--- src/core/swb_pkg.sv ---
package swb_pkg;

    localparam int CLK_HZ = 20_000_000;

    // broadcast rate codes held in the rate-select field
    localparam logic [1:0] RATE_1024K = 2'd0;
    localparam logic [1:0] RATE_512K  = 2'd1;
    localparam logic [1:0] RATE_128K  = 2'd2;
    localparam logic [1:0] RATE_32K   = 2'd3;

    localparam int RATE_KBPS_0 = 1024;
    localparam int RATE_KBPS_1 = 512;
    localparam int RATE_KBPS_2 = 128;
    localparam int RATE_KBPS_3 = 32;

    // clock cycles per Manchester half cell, rounded down so the bit rate is never slower
    localparam int HALF_CYC_0 = CLK_HZ / (2 * RATE_KBPS_0 * 1000);
    localparam int HALF_CYC_1 = CLK_HZ / (2 * RATE_KBPS_1 * 1000);
    localparam int HALF_CYC_2 = CLK_HZ / (2 * RATE_KBPS_2 * 1000);
    localparam int HALF_CYC_3 = CLK_HZ / (2 * RATE_KBPS_3 * 1000);

    localparam logic [9:0] HALF_LIM_0 = 10'(HALF_CYC_0 - 1);
    localparam logic [9:0] HALF_LIM_1 = 10'(HALF_CYC_1 - 1);
    localparam logic [9:0] HALF_LIM_2 = 10'(HALF_CYC_2 - 1);
    localparam logic [9:0] HALF_LIM_3 = 10'(HALF_CYC_3 - 1);

    // register indices; byte address is four times the index
    localparam logic [5:0] IDX_STATE_SUMMARY = 6'h00;
    localparam logic [5:0] IDX_CONV_FLAGS    = 6'h01;
    localparam logic [5:0] IDX_GP_INPUTS     = 6'h02;
    localparam logic [5:0] IDX_LIVE_FAULTS   = 6'h03;
    localparam logic [5:0] IDX_LATCHED_FAULT = 6'h04;
    localparam logic [5:0] IDX_ALARM_LOG_LO  = 6'h05;
    localparam logic [5:0] IDX_ALARM_LOG_HI  = 6'h06;
    localparam logic [5:0] IDX_SYSTEM_SETUP  = 6'h0d;

    localparam logic [23:0] SETUP_RESET     = 24'h0cc000;
    localparam logic [7:0]  LATCHED_RESET   = 8'h00;
    localparam logic [39:0] ALARM_RESET     = 40'h0000000000;
    localparam int          RATE_SEL_LSB    = 0;
    localparam int          SAMPLE8_BIT     = 2;

    localparam logic [7:0] PREAMBLE  = 8'h2a;
    localparam logic [7:0] CRC_POLY  = 8'h07;
    localparam logic [7:0] CRC_INIT  = 8'h00;
    localparam logic [7:0] BODY_BITS = 8'd152;
    localparam logic [7:0] PKT_BITS  = 8'd160;

    typedef enum logic [1:0] {
        ST_IDLE = 2'b00,
        ST_LOAD = 2'b01,
        ST_SEND = 2'b11,
        ST_DONE = 2'b10
    } fsm_type;

    typedef struct packed {
        logic [15:0] sense;
        logic [15:0] rtn;
        logic [15:0] power;
        logic [15:0] aux;
        logic        aux_valid;
        logic [3:0]  aux_tag;
    } entry_type;

    typedef struct packed {
        logic              strap_hi_s1;
        logic              strap_hi_s2;
        logic              strap_lo_s1;
        logic              strap_lo_s2;
        logic              bcast;
        logic              boot_done;
        logic              nvm_rd;
        logic [23:0]       setup;
        logic [7:0]        latched;
        logic [39:0]       alarm;
        logic [15:0]       aux;
        logic [3:0]        aux_tag;
        entry_type [1:0]   buf_mem;
        logic              wr_ptr;
        logic              rd_ptr;
        logic [1:0]        cnt;
        logic              ready;
        fsm_type           state;
        logic [151:0]      shreg;
        logic [7:0]        crc;
        logic [7:0]        bit_cnt;
        logic              half;
        logic [9:0]        half_cnt;
        logic [9:0]        half_lim;
        logic              pin;
        logic              pin_oe_n;
        logic              i2c_en;
        logic              active;
        logic [31:0]       rdata;
        logic              waitreq;
    } state_type;

endpackage : swb_pkg

--- src/core/single_wire_status_broadcast.sv ---
// Added by the designer: the Avalon-MM interface to the registers.
`timescale 1ns/1ps
`default_nettype none

module single_wire_status_broadcast
    import swb_pkg::*;
(
    input  wire logic        ref_clk_i,
    input  wire logic        rst_i,
    input  wire logic [7:0]  avm_address_i,
    input  wire logic        avm_read_i,
    input  wire logic        avm_write_i,
    input  wire logic [31:0] avm_writedata_i,
    output logic      [31:0] avm_readdata_o,
    output logic             avm_waitrequest_o,
    input  wire logic        addr_strap_high_pin_i,
    input  wire logic        addr_strap_low_pin_i,
    output logic             serial_data_out_pin_o,
    output logic             serial_data_out_pin_oe_n_o,
    input  wire logic        i2c_sda_pull_i,
    output logic             i2c_enable_o,
    output logic             broadcast_mode_o,
    output logic             packet_active_o,
    output logic             nvm_rd_o,
    input  wire logic        nvm_ack_i,
    input  wire logic [23:0] nvm_data_i,
    input  wire logic        conv_valid_i,
    output logic             conv_ready_o,
    input  wire logic [15:0] sense_i,
    input  wire logic [15:0] return_node_voltage_i,
    input  wire logic [15:0] power_i,
    input  wire logic [15:0] aux_measurement_i,
    input  wire logic        aux_valid_i,
    input  wire logic [3:0]  aux_channel_tag_i,
    input  wire logic [7:0]  state_summary_i,
    input  wire logic [3:0]  conv_flags_i,
    input  wire logic [7:0]  gp_input_levels_i,
    input  wire logic [7:0]  live_faults_i,
    input  wire logic [7:0]  fault_set_i,
    input  wire logic [39:0] alarm_set_i
);

    localparam state_type ST_RESET = '{
        setup:    SETUP_RESET,
        latched:  LATCHED_RESET,
        alarm:    ALARM_RESET,
        nvm_rd:   1'b1,
        ready:    1'b1,
        state:    ST_IDLE,
        half_lim: HALF_LIM_0,
        pin:      1'b1,
        pin_oe_n: 1'b1,
        i2c_en:   1'b1,
        waitreq:  1'b1,
        default:  '0
    };

    state_type   st_q;
    state_type   st_d;
    entry_type   head;
    entry_type   entry_in;
    logic        push;
    logic        pop;
    logic        wr_go;
    logic        fb;
    logic [7:0]  crc_next;
    logic [5:0]  idx;
    logic        aligned;
    logic [31:0] rd_mux;
    logic [1:0]  rate_code;
    logic [1:0]  eff_rate;
    logic [9:0]  eff_lim;
    logic [15:0] aux_new;
    logic [3:0]  tag_new;

    always_comb
    begin
        st_d      = st_q;
        pop       = 1'b0;
        head      = st_q.buf_mem[st_q.rd_ptr];
        entry_in  = '{sense: sense_i, rtn: return_node_voltage_i, power: power_i,
                      aux: aux_measurement_i, aux_valid: aux_valid_i,
                      aux_tag: aux_channel_tag_i};
        idx       = avm_address_i[7:2];
        aligned   = (avm_address_i[1:0] == 2'b00);
        wr_go     = avm_write_i & ~st_q.waitreq & aligned;
        push      = conv_valid_i & st_q.ready;
        // newest aux result wins, at most one per converter cycle
        aux_new   = head.aux_valid ? head.aux : st_q.aux;
        tag_new   = head.aux_valid ? head.aux_tag : st_q.aux_tag;
        fb        = st_q.crc[7] ^ st_q.shreg[151];
        crc_next  = {st_q.crc[6:0], 1'b0} ^ (fb ? CRC_POLY : 8'h00);

        rate_code = st_q.setup[RATE_SEL_LSB +: 2];
        eff_rate  = rate_code;
        if (st_q.setup[SAMPLE8_BIT] && (rate_code >= RATE_128K))
        begin
            eff_rate = RATE_512K;
        end
        case (eff_rate)
            RATE_1024K: eff_lim = HALF_LIM_0;
            RATE_512K:  eff_lim = HALF_LIM_1;
            RATE_128K:  eff_lim = HALF_LIM_2;
            default:    eff_lim = HALF_LIM_3;
        endcase

        // strap pins: two flops before use
        st_d.strap_hi_s1 = addr_strap_high_pin_i;
        st_d.strap_hi_s2 = st_q.strap_hi_s1;
        st_d.strap_lo_s1 = addr_strap_low_pin_i;
        st_d.strap_lo_s2 = st_q.strap_lo_s1;
        st_d.bcast       = st_q.strap_hi_s2 & ~st_q.strap_lo_s2;
        st_d.i2c_en      = ~st_d.bcast;

        // stored setup copied in once after reset
        if (!st_q.boot_done && nvm_ack_i)
        begin
            st_d.setup     = nvm_data_i;
            st_d.boot_done = 1'b1;
            st_d.nvm_rd    = 1'b0;
        end

        // register read mux
        rd_mux = 32'h00000000;
        if (!aligned)
        begin
            rd_mux = 32'h00000000;
        end
        else if (idx == IDX_STATE_SUMMARY)
        begin
            rd_mux = {24'h000000, state_summary_i};
        end
        else if (idx == IDX_CONV_FLAGS)
        begin
            rd_mux = {24'h000000, st_q.aux_tag, conv_flags_i};
        end
        else if (idx == IDX_GP_INPUTS)
        begin
            rd_mux = {24'h000000, gp_input_levels_i};
        end
        else if (idx == IDX_LIVE_FAULTS)
        begin
            rd_mux = {24'h000000, live_faults_i};
        end
        else if (idx == IDX_LATCHED_FAULT)
        begin
            rd_mux = {24'h000000, st_q.latched};
        end
        else if (idx == IDX_ALARM_LOG_LO)
        begin
            rd_mux = st_q.alarm[31:0];
        end
        else if (idx == IDX_ALARM_LOG_HI)
        begin
            rd_mux = {24'h000000, st_q.alarm[39:32]};
        end
        else if (idx == IDX_SYSTEM_SETUP)
        begin
            rd_mux = {8'h00, st_q.setup};
        end

        // bus answer one cycle after the request, held off until setup is loaded
        st_d.waitreq = 1'b1;
        if ((avm_read_i || avm_write_i) && st_q.waitreq && st_q.boot_done)
        begin
            st_d.waitreq = 1'b0;
            st_d.rdata   = rd_mux;
        end

        if (wr_go)
        begin
            if (idx == IDX_LATCHED_FAULT)
            begin
                st_d.latched = avm_writedata_i[7:0];
            end
            else if (idx == IDX_ALARM_LOG_LO)
            begin
                st_d.alarm[31:0] = avm_writedata_i;
            end
            else if (idx == IDX_ALARM_LOG_HI)
            begin
                st_d.alarm[39:32] = avm_writedata_i[7:0];
            end
            else if (idx == IDX_SYSTEM_SETUP)
            begin
                st_d.setup = avm_writedata_i[23:0];
            end
        end
        // hardware set beats a software clear in the same cycle
        st_d.latched = st_d.latched | fault_set_i;
        st_d.alarm   = st_d.alarm | alarm_set_i;

        case (st_q.state)
            ST_IDLE:
            begin
                if ((st_q.cnt != 2'd0) && st_q.boot_done)
                begin
                    if (st_q.bcast)
                    begin
                        st_d.state = ST_LOAD;
                    end
                    else
                    begin
                        // not broadcasting: drain updates, keep aux result fresh
                        pop          = 1'b1;
                        st_d.aux     = aux_new;
                        st_d.aux_tag = tag_new;
                    end
                end
            end
            ST_LOAD:
            begin
                pop           = 1'b1;
                st_d.aux      = aux_new;
                st_d.aux_tag  = tag_new;
                // one snapshot of every field at packet start
                st_d.shreg    = {PREAMBLE, head.sense, head.rtn, head.power,
                                 aux_new, state_summary_i, tag_new, conv_flags_i,
                                 gp_input_levels_i, live_faults_i, st_q.latched,
                                 st_q.alarm};
                st_d.crc      = CRC_INIT;
                st_d.bit_cnt  = 8'd0;
                st_d.half     = 1'b0;
                st_d.half_cnt = 10'd0;
                st_d.half_lim = eff_lim;
                st_d.state    = ST_SEND;
            end
            ST_SEND:
            begin
                if (st_q.half_cnt == st_q.half_lim)
                begin
                    st_d.half_cnt = 10'd0;
                    st_d.half     = ~st_q.half;
                    if (st_q.half)
                    begin
                        st_d.bit_cnt = st_q.bit_cnt + 8'd1;
                        st_d.shreg   = {st_q.shreg[150:0], 1'b0};
                        if (st_q.bit_cnt < BODY_BITS)
                        begin
                            st_d.crc = crc_next;
                        end
                        if (st_q.bit_cnt == BODY_BITS - 8'd1)
                        begin
                            st_d.shreg[151:144] = crc_next;
                        end
                        if (st_q.bit_cnt == PKT_BITS - 8'd1)
                        begin
                            st_d.state = ST_DONE;
                        end
                    end
                end
                else
                begin
                    st_d.half_cnt = st_q.half_cnt + 10'd1;
                end
            end
            default:
            begin
                st_d.state = ST_IDLE;
            end
        endcase

        // two-entry buffer; the next update waits here while a packet is sent
        if (push)
        begin
            st_d.buf_mem[st_q.wr_ptr] = entry_in;
            st_d.wr_ptr = ~st_q.wr_ptr;
        end
        if (pop)
        begin
            st_d.rd_ptr = ~st_q.rd_ptr;
        end
        st_d.cnt    = st_q.cnt + {1'b0, push} - {1'b0, pop};
        st_d.ready  = (st_d.cnt != 2'd2);
        st_d.active = (st_d.state != ST_IDLE);

        // first half carries the bit, second its inverse: one falls mid-cell
        if (st_d.bcast)
        begin
            st_d.pin_oe_n = 1'b0;
            if (st_d.state == ST_SEND)
            begin
                st_d.pin = st_d.half ? ~st_d.shreg[151] : st_d.shreg[151];
            end
            else
            begin
                st_d.pin = 1'b1;
            end
        end
        else
        begin
            st_d.pin      = 1'b0;
            st_d.pin_oe_n = ~i2c_sda_pull_i;
        end
    end

    always_ff @(posedge ref_clk_i or posedge rst_i)
    begin
        if (rst_i)
        begin
            st_q <= ST_RESET;
        end
        else
        begin
            st_q <= st_d;
        end
    end

    assign avm_readdata_o             = st_q.rdata;
    assign avm_waitrequest_o          = st_q.waitreq;
    assign serial_data_out_pin_o      = st_q.pin;
    assign serial_data_out_pin_oe_n_o = st_q.pin_oe_n;
    assign i2c_enable_o               = st_q.i2c_en;
    assign broadcast_mode_o           = st_q.bcast;
    assign packet_active_o            = st_q.active;
    assign nvm_rd_o                   = st_q.nvm_rd;
    assign conv_ready_o               = st_q.ready;
endmodule : single_wire_status_broadcast

`default_nettype wire

--- config.mk ---
export PLATFORM = sky130hd
export DESIGN_NAME = single_wire_status_broadcast
export DESIGN_NICKNAME = d
export VERILOG_FILES = /design/src/core/swb_pkg.sv /design/src/core/single_wire_status_broadcast.sv
export SDC_FILE = /design/constraint.sdc
export NUM_CORES = 1
export LEC_CHECK = 0
export BUFFER_PORTS_ARGS = -buffer_cell sky130_fd_sc_hd__buf_2
export CORE_UTILIZATION = 50
export DETAILED_ROUTE_END_ITERATION = 8
export MAX_ROUTING_LAYER = met4
export PLACE_DENSITY_LB_ADDON = 0.15
export SKIP_LAST_GASP = 1
export SYNTH_ARGS = -nofsm -noshare
export SYNTH_HDL_FRONTEND = slang
export SYNTH_SLANG_ARGS = --single-unit
--- constraint.sdc ---
create_clock -name ref_clk_i -period 19.2 [get_ports ref_clk_i]
set_clock_uncertainty 0.15 [all_clocks]
set_input_delay 2.88 -clock ref_clk_i [delete_from_list [all_inputs] [get_ports ref_clk_i]]
set_output_delay 2.88 -clock ref_clk_i [all_outputs]
set_load 0.01 [all_outputs]
# Word-level counts from Yosys, hierarchy flattened
# Cells that the tools add are included.
totals:
  register_bits: 470
  inputBits: 218
  out_inout_bits: 40
  word_cells: 157
op_classes:
  add_sub_neg: 4
  n_lt_le_gt_ge: 5
  eq_ne: 21
  mux: 50
  n_bitwise: 16
  n_reduce_logical: 19
op_table:
  columns: ["op", "n"]
  rows:
  - ["179-bit one-hot mux with 2 select lines", 1]
  - ["32-bit 2-to-1 mux", 8]
  - ["69-bit 2-to-1 mux", 3]
  - ["171-bit 2-to-1 mux", 1]
  - ["170-bit 2-to-1 mux", 1]
  - ["24-bit 2-to-1 mux", 7]
  - ["138-bit bitwise mux", 1]
  - ["72-bit 2-to-1 mux", 1]
  - ["69-bit demux with 1-bit select", 1]
  - ["20-bit 2-to-1 mux", 2]
  - ["40-bit 2-to-1 mux", 1]
  - ["8-bit 2-to-1 mux", 5]
  - ["40-bit bitwise OR", 1]
  - ["20-bit one-hot mux with 2 select lines", 1]
  - ["9-bit one-hot mux with 3 select lines", 1]
  - ["6-bit by 3-bit == test with 1-bit output, second input constant", 3]
  - ["8-bit == test, second input constant", 2]
  - ["16-bit 2-to-1 mux", 1]
  - ["6-bit by 2-bit == test with 1-bit output, second input constant", 2]
  - ["2-bit inequality test, second input constant", 6]
  - ["10-bit by 1-bit adder with 10-bit output, second input constant", 1]
  - ["10-bit == test", 1]
  - ["10-bit 2-to-1 mux", 1]
  - ["2-bit 2-to-1 mux", 5]
  - ["other kinds (29)", 58]

# Depth between registers and ports, before layout
depth:
  depth_word: 11
  ltp_mapped: 11
  depth_no_buf: 10

# Least setup slack after synthesis
# No wires, ideal clock.
synth_timing:
  kind: "input-to-reg"
  from: "input avm_address_i[2]"
  to: "register st_q[453] (netlist bit)"
  setup_ps: 79
  arrival_ps: 4582
  t_required_ps: 18971
  slack_ps: 14389
  cell_stages: 10
  n_path_buf: 4
  cell_sequence: "buf_2 -> nor2b_1 -> clkbuf_1 -> nand2_1 -> nor2_1 -> and2_1 -> clkbuf_1 -> clkbuf_1 -> nand2_1 -> o21ai_0"
synth_lines:
  columns: ["element", "line", "rtl"]
  rows:
  - ["start: declaration", "single_wire_status_broadcast.sv:10", "input wire logic [7:0] avm_address_i,"]
  - ["end signal: assignment", "single_wire_status_broadcast.sv:305", "st_q <= st_d;"]
  - ["end: declaration", "single_wire_status_broadcast.sv:58", "state_type st_q;"]

==> results.md <==
Run status:
- The run finished, with violations left.
- The final reports fail on DRC.

Clocking:
- The number of clock buffers inserted by TritonCTS is 50.
- The quantity of hold-fixing buffers added after cts is 0.
- In this run the clock root is driven by a sky130_fd_sc_hd__clkbuf_16.
- The number of sinks driven by the clock tree is 465.
- No sink is reached through more buffers than the 3 on the longest clock path.
- For the worst-skew pair, the clock arrives at the later sink with an insertion delay of 0.59 ns.
- The H-tree generated during clock tree synthesis spans 2 levels.
- The number of gates resized after CTS was 0.
- Clock-pin slew was measured on the worst setup and hold paths at 0.06 ns.
- TritonCTS built the clock tree.
- Post-CTS timing repair inserted 0 buffers for setup.

Power:
- The internal portion of the total power is 2.34 mW.
- The sequential power share is 0.438.
- In this run the power density over the cells is 145 nW/um^2.
- The peak supply drop is ~0.00012 V.
- Of the total power, the share spent switching nets is 0.329.
- In this run the static leakage power is 10.2 nW.
- Of the total power, the clock network draws 0.275.
- Summed over all nets, the switching power comes to 1.15 mW.
- The combinational power share is 0.288.

Routing:
- Once detail routing completed, the nets flagged for antenna violations numbered 0.
- The final wirelength is 52800 um.
- After detailed routing, the average wire length per cell comes to 19.7 um.
- For this run, the detailed router's first-pass iteration total came to 8.
- The first routing iteration left 1283 violations.
- For this block, the via count after detailed routing is 15400.
- The remaining design rule violation count is 42.
- In the routed layout, each cell is associated on average with a via count of 5.76.

Synthesis:
- The xor-xnor portion of the synthesized cell area is 0.00711.
- Counting instances in the post-synthesis netlist gives the leading cell types as sky130_fd_sc_hd__dfrtp_1 (454), sky130_fd_sc_hd__mux2_2 (211), sky130_fd_sc_hd__nand2_1 (195).
- The synthesized netlist net count is 2162.
- The sequential cell area fraction in the yosys report is 0.556.
- By area the synthesized netlist is led by sky130_fd_sc_hd__dfrtp_1 (54%), sky130_fd_sc_hd__mux2_2 (11%), sky130_fd_sc_hd__a21oi_1 (3.9%).
- After technology mapping, the gate count stands at 1940.
- The synthesized-area fraction occupied by ao, oa, aoi and oai cells was 0.144.
- The mapped netlist covers 21000 um^2.
- Summed over all instances, the cell type with the most area after synthesis is sky130_fd_sc_hd__dfrtp_1.
- The share of synthesized area in the top cell type comes to 0.542.
- The adder-cell share of the synthesized area is 0.00239.
- The most instantiated library cell after synthesis is sky130_fd_sc_hd__dfrtp_1.
- The top flip-flop cell by instance count after synthesis is sky130_fd_sc_hd__dfrtp_1.
- The async set or reset register ratio after synthesis is 1.00.
- After synthesis, the largest family of logic cells by area is compound AO/OA/AOI/OAI gates.
- The share of synthesized cell area in and, or, nand and nor gates is 0.108.
- The mux cell area share after synthesis is 0.142.
- After synthesis, the mean cell area works out to 10.8 um^2.
- The number of warnings reported in the yosys synthesis log is 0.
- The number of synthesized flops with an enable pin is 0.
- The number of distinct library cells after synthesis is ~60.
- Counting flops and latches in the post-synthesis netlist gives 465.

Final layout:
- The net count of the finished layout is 2325.
- The growth of design area from synthesis to finish is 14.6%.
- The layout cell share with drive strength beyond 1 is 0.281.

Floorplanning:
- For this configuration, the core starts out at a cell density of 0.510.
- The vertical extent of the die is approximately 210 um.
- The top-level port count is 258.
- The die outline width is around 210 um.
- The core area is 41100 um^2.
- The floorplan has 74 rows.
- The die covers 42700 um^2.

Worst setup path:
- The endpoint identified for the worst register-to-register timing path is st_q[186]$_DFFE_PP0P_.
- The category of the critical setup timing path is in -> async.
- The setup check on the worst reg-to-reg path leaves a slack of ~14 ns.
- The highest fanout seen on the critical path is between 150 and 200.
- The origin of the critical flop-to-flop path is st_q[227]$_DFF_PP0_.
- Data on the critical path is required at its endpoint by roughly 20 ns.
- The critical path starts at rst_i.
- The type of element launching the critical path is a primary input.
- The last element of the critical path is st_q[231]$_DFFE_PP0P_.
- The kind of end point of the critical path is an async pin.
- The number of cells on the worst reg-to-reg path is 5.
- The data arrival time of the worst path is around 5.7 ns.

Placed design:
- At the end of routability-driven placement, the weighted congestion stood at 0.900.
- The HPWL after detailed placement is 33600 um.
- The number of buffers inserted by port buffering is 257.
- Prior to clock tree synthesis, the placed netlist has a worst setup slack of 13.03 ns.

Global route:
- Entering global routing, the biggest net connects between 150 and 200 pins.
- For this run the aggregate overflow at the end of global routing stands at 0.
- The global-route wire length before repair is 84200 um.
- For this run, the total global-route usage over all layers was measured as 0.259.
- The via count of the first global-routing pass is 15400.
- The number of antenna violations at the first check in global routing is 9.

Run:
- The number of maximum-capacitance violations is 0.

Timing:
- The total count of max-transition violations in the final report came to 0.
- At the pin with the least slew margin, the transition time is between 1 and 1.5 ns.
- Setup repair after global routing left no endpoint under its margin.
- The maximum clock rate is 0.187 GHz.
- The final setup violation count is 0.
- The number of endpoints with negative hold slack in the final report was 0.
- The total negative slack is 0 ns.
- Dividing the final minimum period by the clock period gives 0.279.
- The worst setup slack after layout is roughly 14 ns.
- Headroom to the max-slew limit came out at 0.155.
- The worst path in the final design needs a cycle of around 5.4 ns, including I/O delays and setup.

Hold path:
- The worst hold path was traced through 0 stages.
- In this run the worst hold path is classified as reg -> reg.
-- registers in the layout, summed over array words and instances, names as in the netlist --
name and flops:
st_d 2, serial_data_out_pin_oe_n_o 1, rate_code 2, st_q 421
serial_data_out_pin_o 1, i2c_enable_o 1, packet_active_o 1, conv_ready_o 1
avm_readdata_o 32, broadcast_mode_o 1, nvm_rd_o 1, avm_waitrequest_o 1
-- worst min path at each step --
stage | start | end | slack, ns
2_1_floorplan | st_d[466]$_DFF_PP0_ | st_q[466]$_DFF_PP0_ | 0.18
6_report | st_d[466]$_DFF_PP0_ | st_q[466]$_DFF_PP0_ | 0.21
3_3_place_gp | st_d[468]$_DFF_PP0_ | st_q[468]$_DFF_PP0_ | 0.19
4_1_cts | st_d[466]$_DFF_PP0_ | st_q[466]$_DFF_PP0_ | 0.21
5_1_grt | st_d[468]$_DFF_PP0_ | st_q[468]$_DFF_PP0_ | 0.22
3_5_place_dp | st_d[466]$_DFF_PP0_ | st_q[466]$_DFF_PP0_ | 0.20
-- power groups by stage --
stage	combinational, mW	sequential, mW	clock [mW]
after global routing	1.12	1.57	1.01
after global placement	0.977	1.52	0
after CTS	1.01	1.52	0.979
final	1.00	1.53	0.957
after floorplan	0.865	1.42	0
after detailed placement	1.01	1.54	0
-- cells by family (layout without fill, tap and decap cells) --
family                   count (synthesis)  after routing
AO/OA/AOI/OAI                          512            512
XOR/XNOR                                17             17
adder cells (fa/ha/maj)                  4              4
buffers and inverters                  179            380
flip-flops                             465            465
multiplexers                           270            270
other                                    0             10
AND/OR/NAND/NOR                        493            493
-- critical path, stage by stage --
cell	delay, ns
sky130_fd_sc_hd__buf_2	0.13
sky130_fd_sc_hd__inv_8	0.65
sky130_fd_sc_hd__buf_4	0.90
sky130_fd_sc_hd__buf_4	0.93
-- area by class of cell --
class | count | area [um^2]
fill | 3534 | 17100
timing repair buffer | 280 | 1460
sequential | 465 | 11700
inverter | 10 | 45.0
multi-input combinational | 1296 | 8490
tap | 532 | 666
clock inverter | 12 | 165
antenna | 10 | 25.0
clock buffer | 78 | 1490
-- cells in the final DEF (no fill, tap or decap), types with 11 or more instances in the layout --
| master | count |
|---|---|
| sky130_fd_sc_hd__clkbuf_16 | 50 |
| sky130_fd_sc_hd__nand2b_1 | 20 |
| sky130_fd_sc_hd__nand3_1 | 14 |
| sky130_fd_sc_hd__nor2_1 | 159 |
| sky130_fd_sc_hd__mux2i_1 | 58 |
| sky130_fd_sc_hd__or3_1 | 22 |
| sky130_fd_sc_hd__and3_1 | 13 |
| sky130_fd_sc_hd__dfstp_2 | 11 |
| sky130_fd_sc_hd__o22ai_1 | 124 |
| sky130_fd_sc_hd__mux2_2 | 211 |
| sky130_fd_sc_hd__nand2_1 | 195 |
| sky130_fd_sc_hd__dfrtp_1 | 451 |
| sky130_fd_sc_hd__buf_4 | 23 |
| sky130_fd_sc_hd__o21ai_0 | 135 |
| sky130_fd_sc_hd__a22oi_1 | 24 |
| sky130_fd_sc_hd__a22o_1 | 16 |
| sky130_fd_sc_hd__clkbuf_1 | 15 |
| sky130_fd_sc_hd__a21oi_1 | 163 |
| sky130_fd_sc_hd__buf_2 | 257 |
| sky130_fd_sc_hd__clkbuf_8 | 13 |
| sky130_fd_sc_hd__nand3b_1 | 33 |
-- metrics by stage --
step | area [um^2] | hold WS (ns) | utilization | instances | total power [mW]
floorplan | 21000 | 0.181 | - | 1940 | 2.29
global placement | 22300 | 0.187 | 0.543 | 2583 | 2.50
detailed placement | 22300 | 0.195 | 0.543 | 2583 | 2.55
CTS | 24000 | 0.211 | 0.583 | 2673 | 3.52
global route | 24000 | 0.216 | 0.584 | 2682 | 3.70
finish | 24000 | 0.207 | 0.584 | 2683 | 3.49
-- metal layers --
layer	routed length [um]	up-vias	global-route usage
li1	-	7188	-
met1	23700	7756	0.349
met2	24800	409	0.398
met3	2800	94	0.0399
met4	1460	0	0.0931
met5	0	-	-
(Power assumes the default switching activity.)
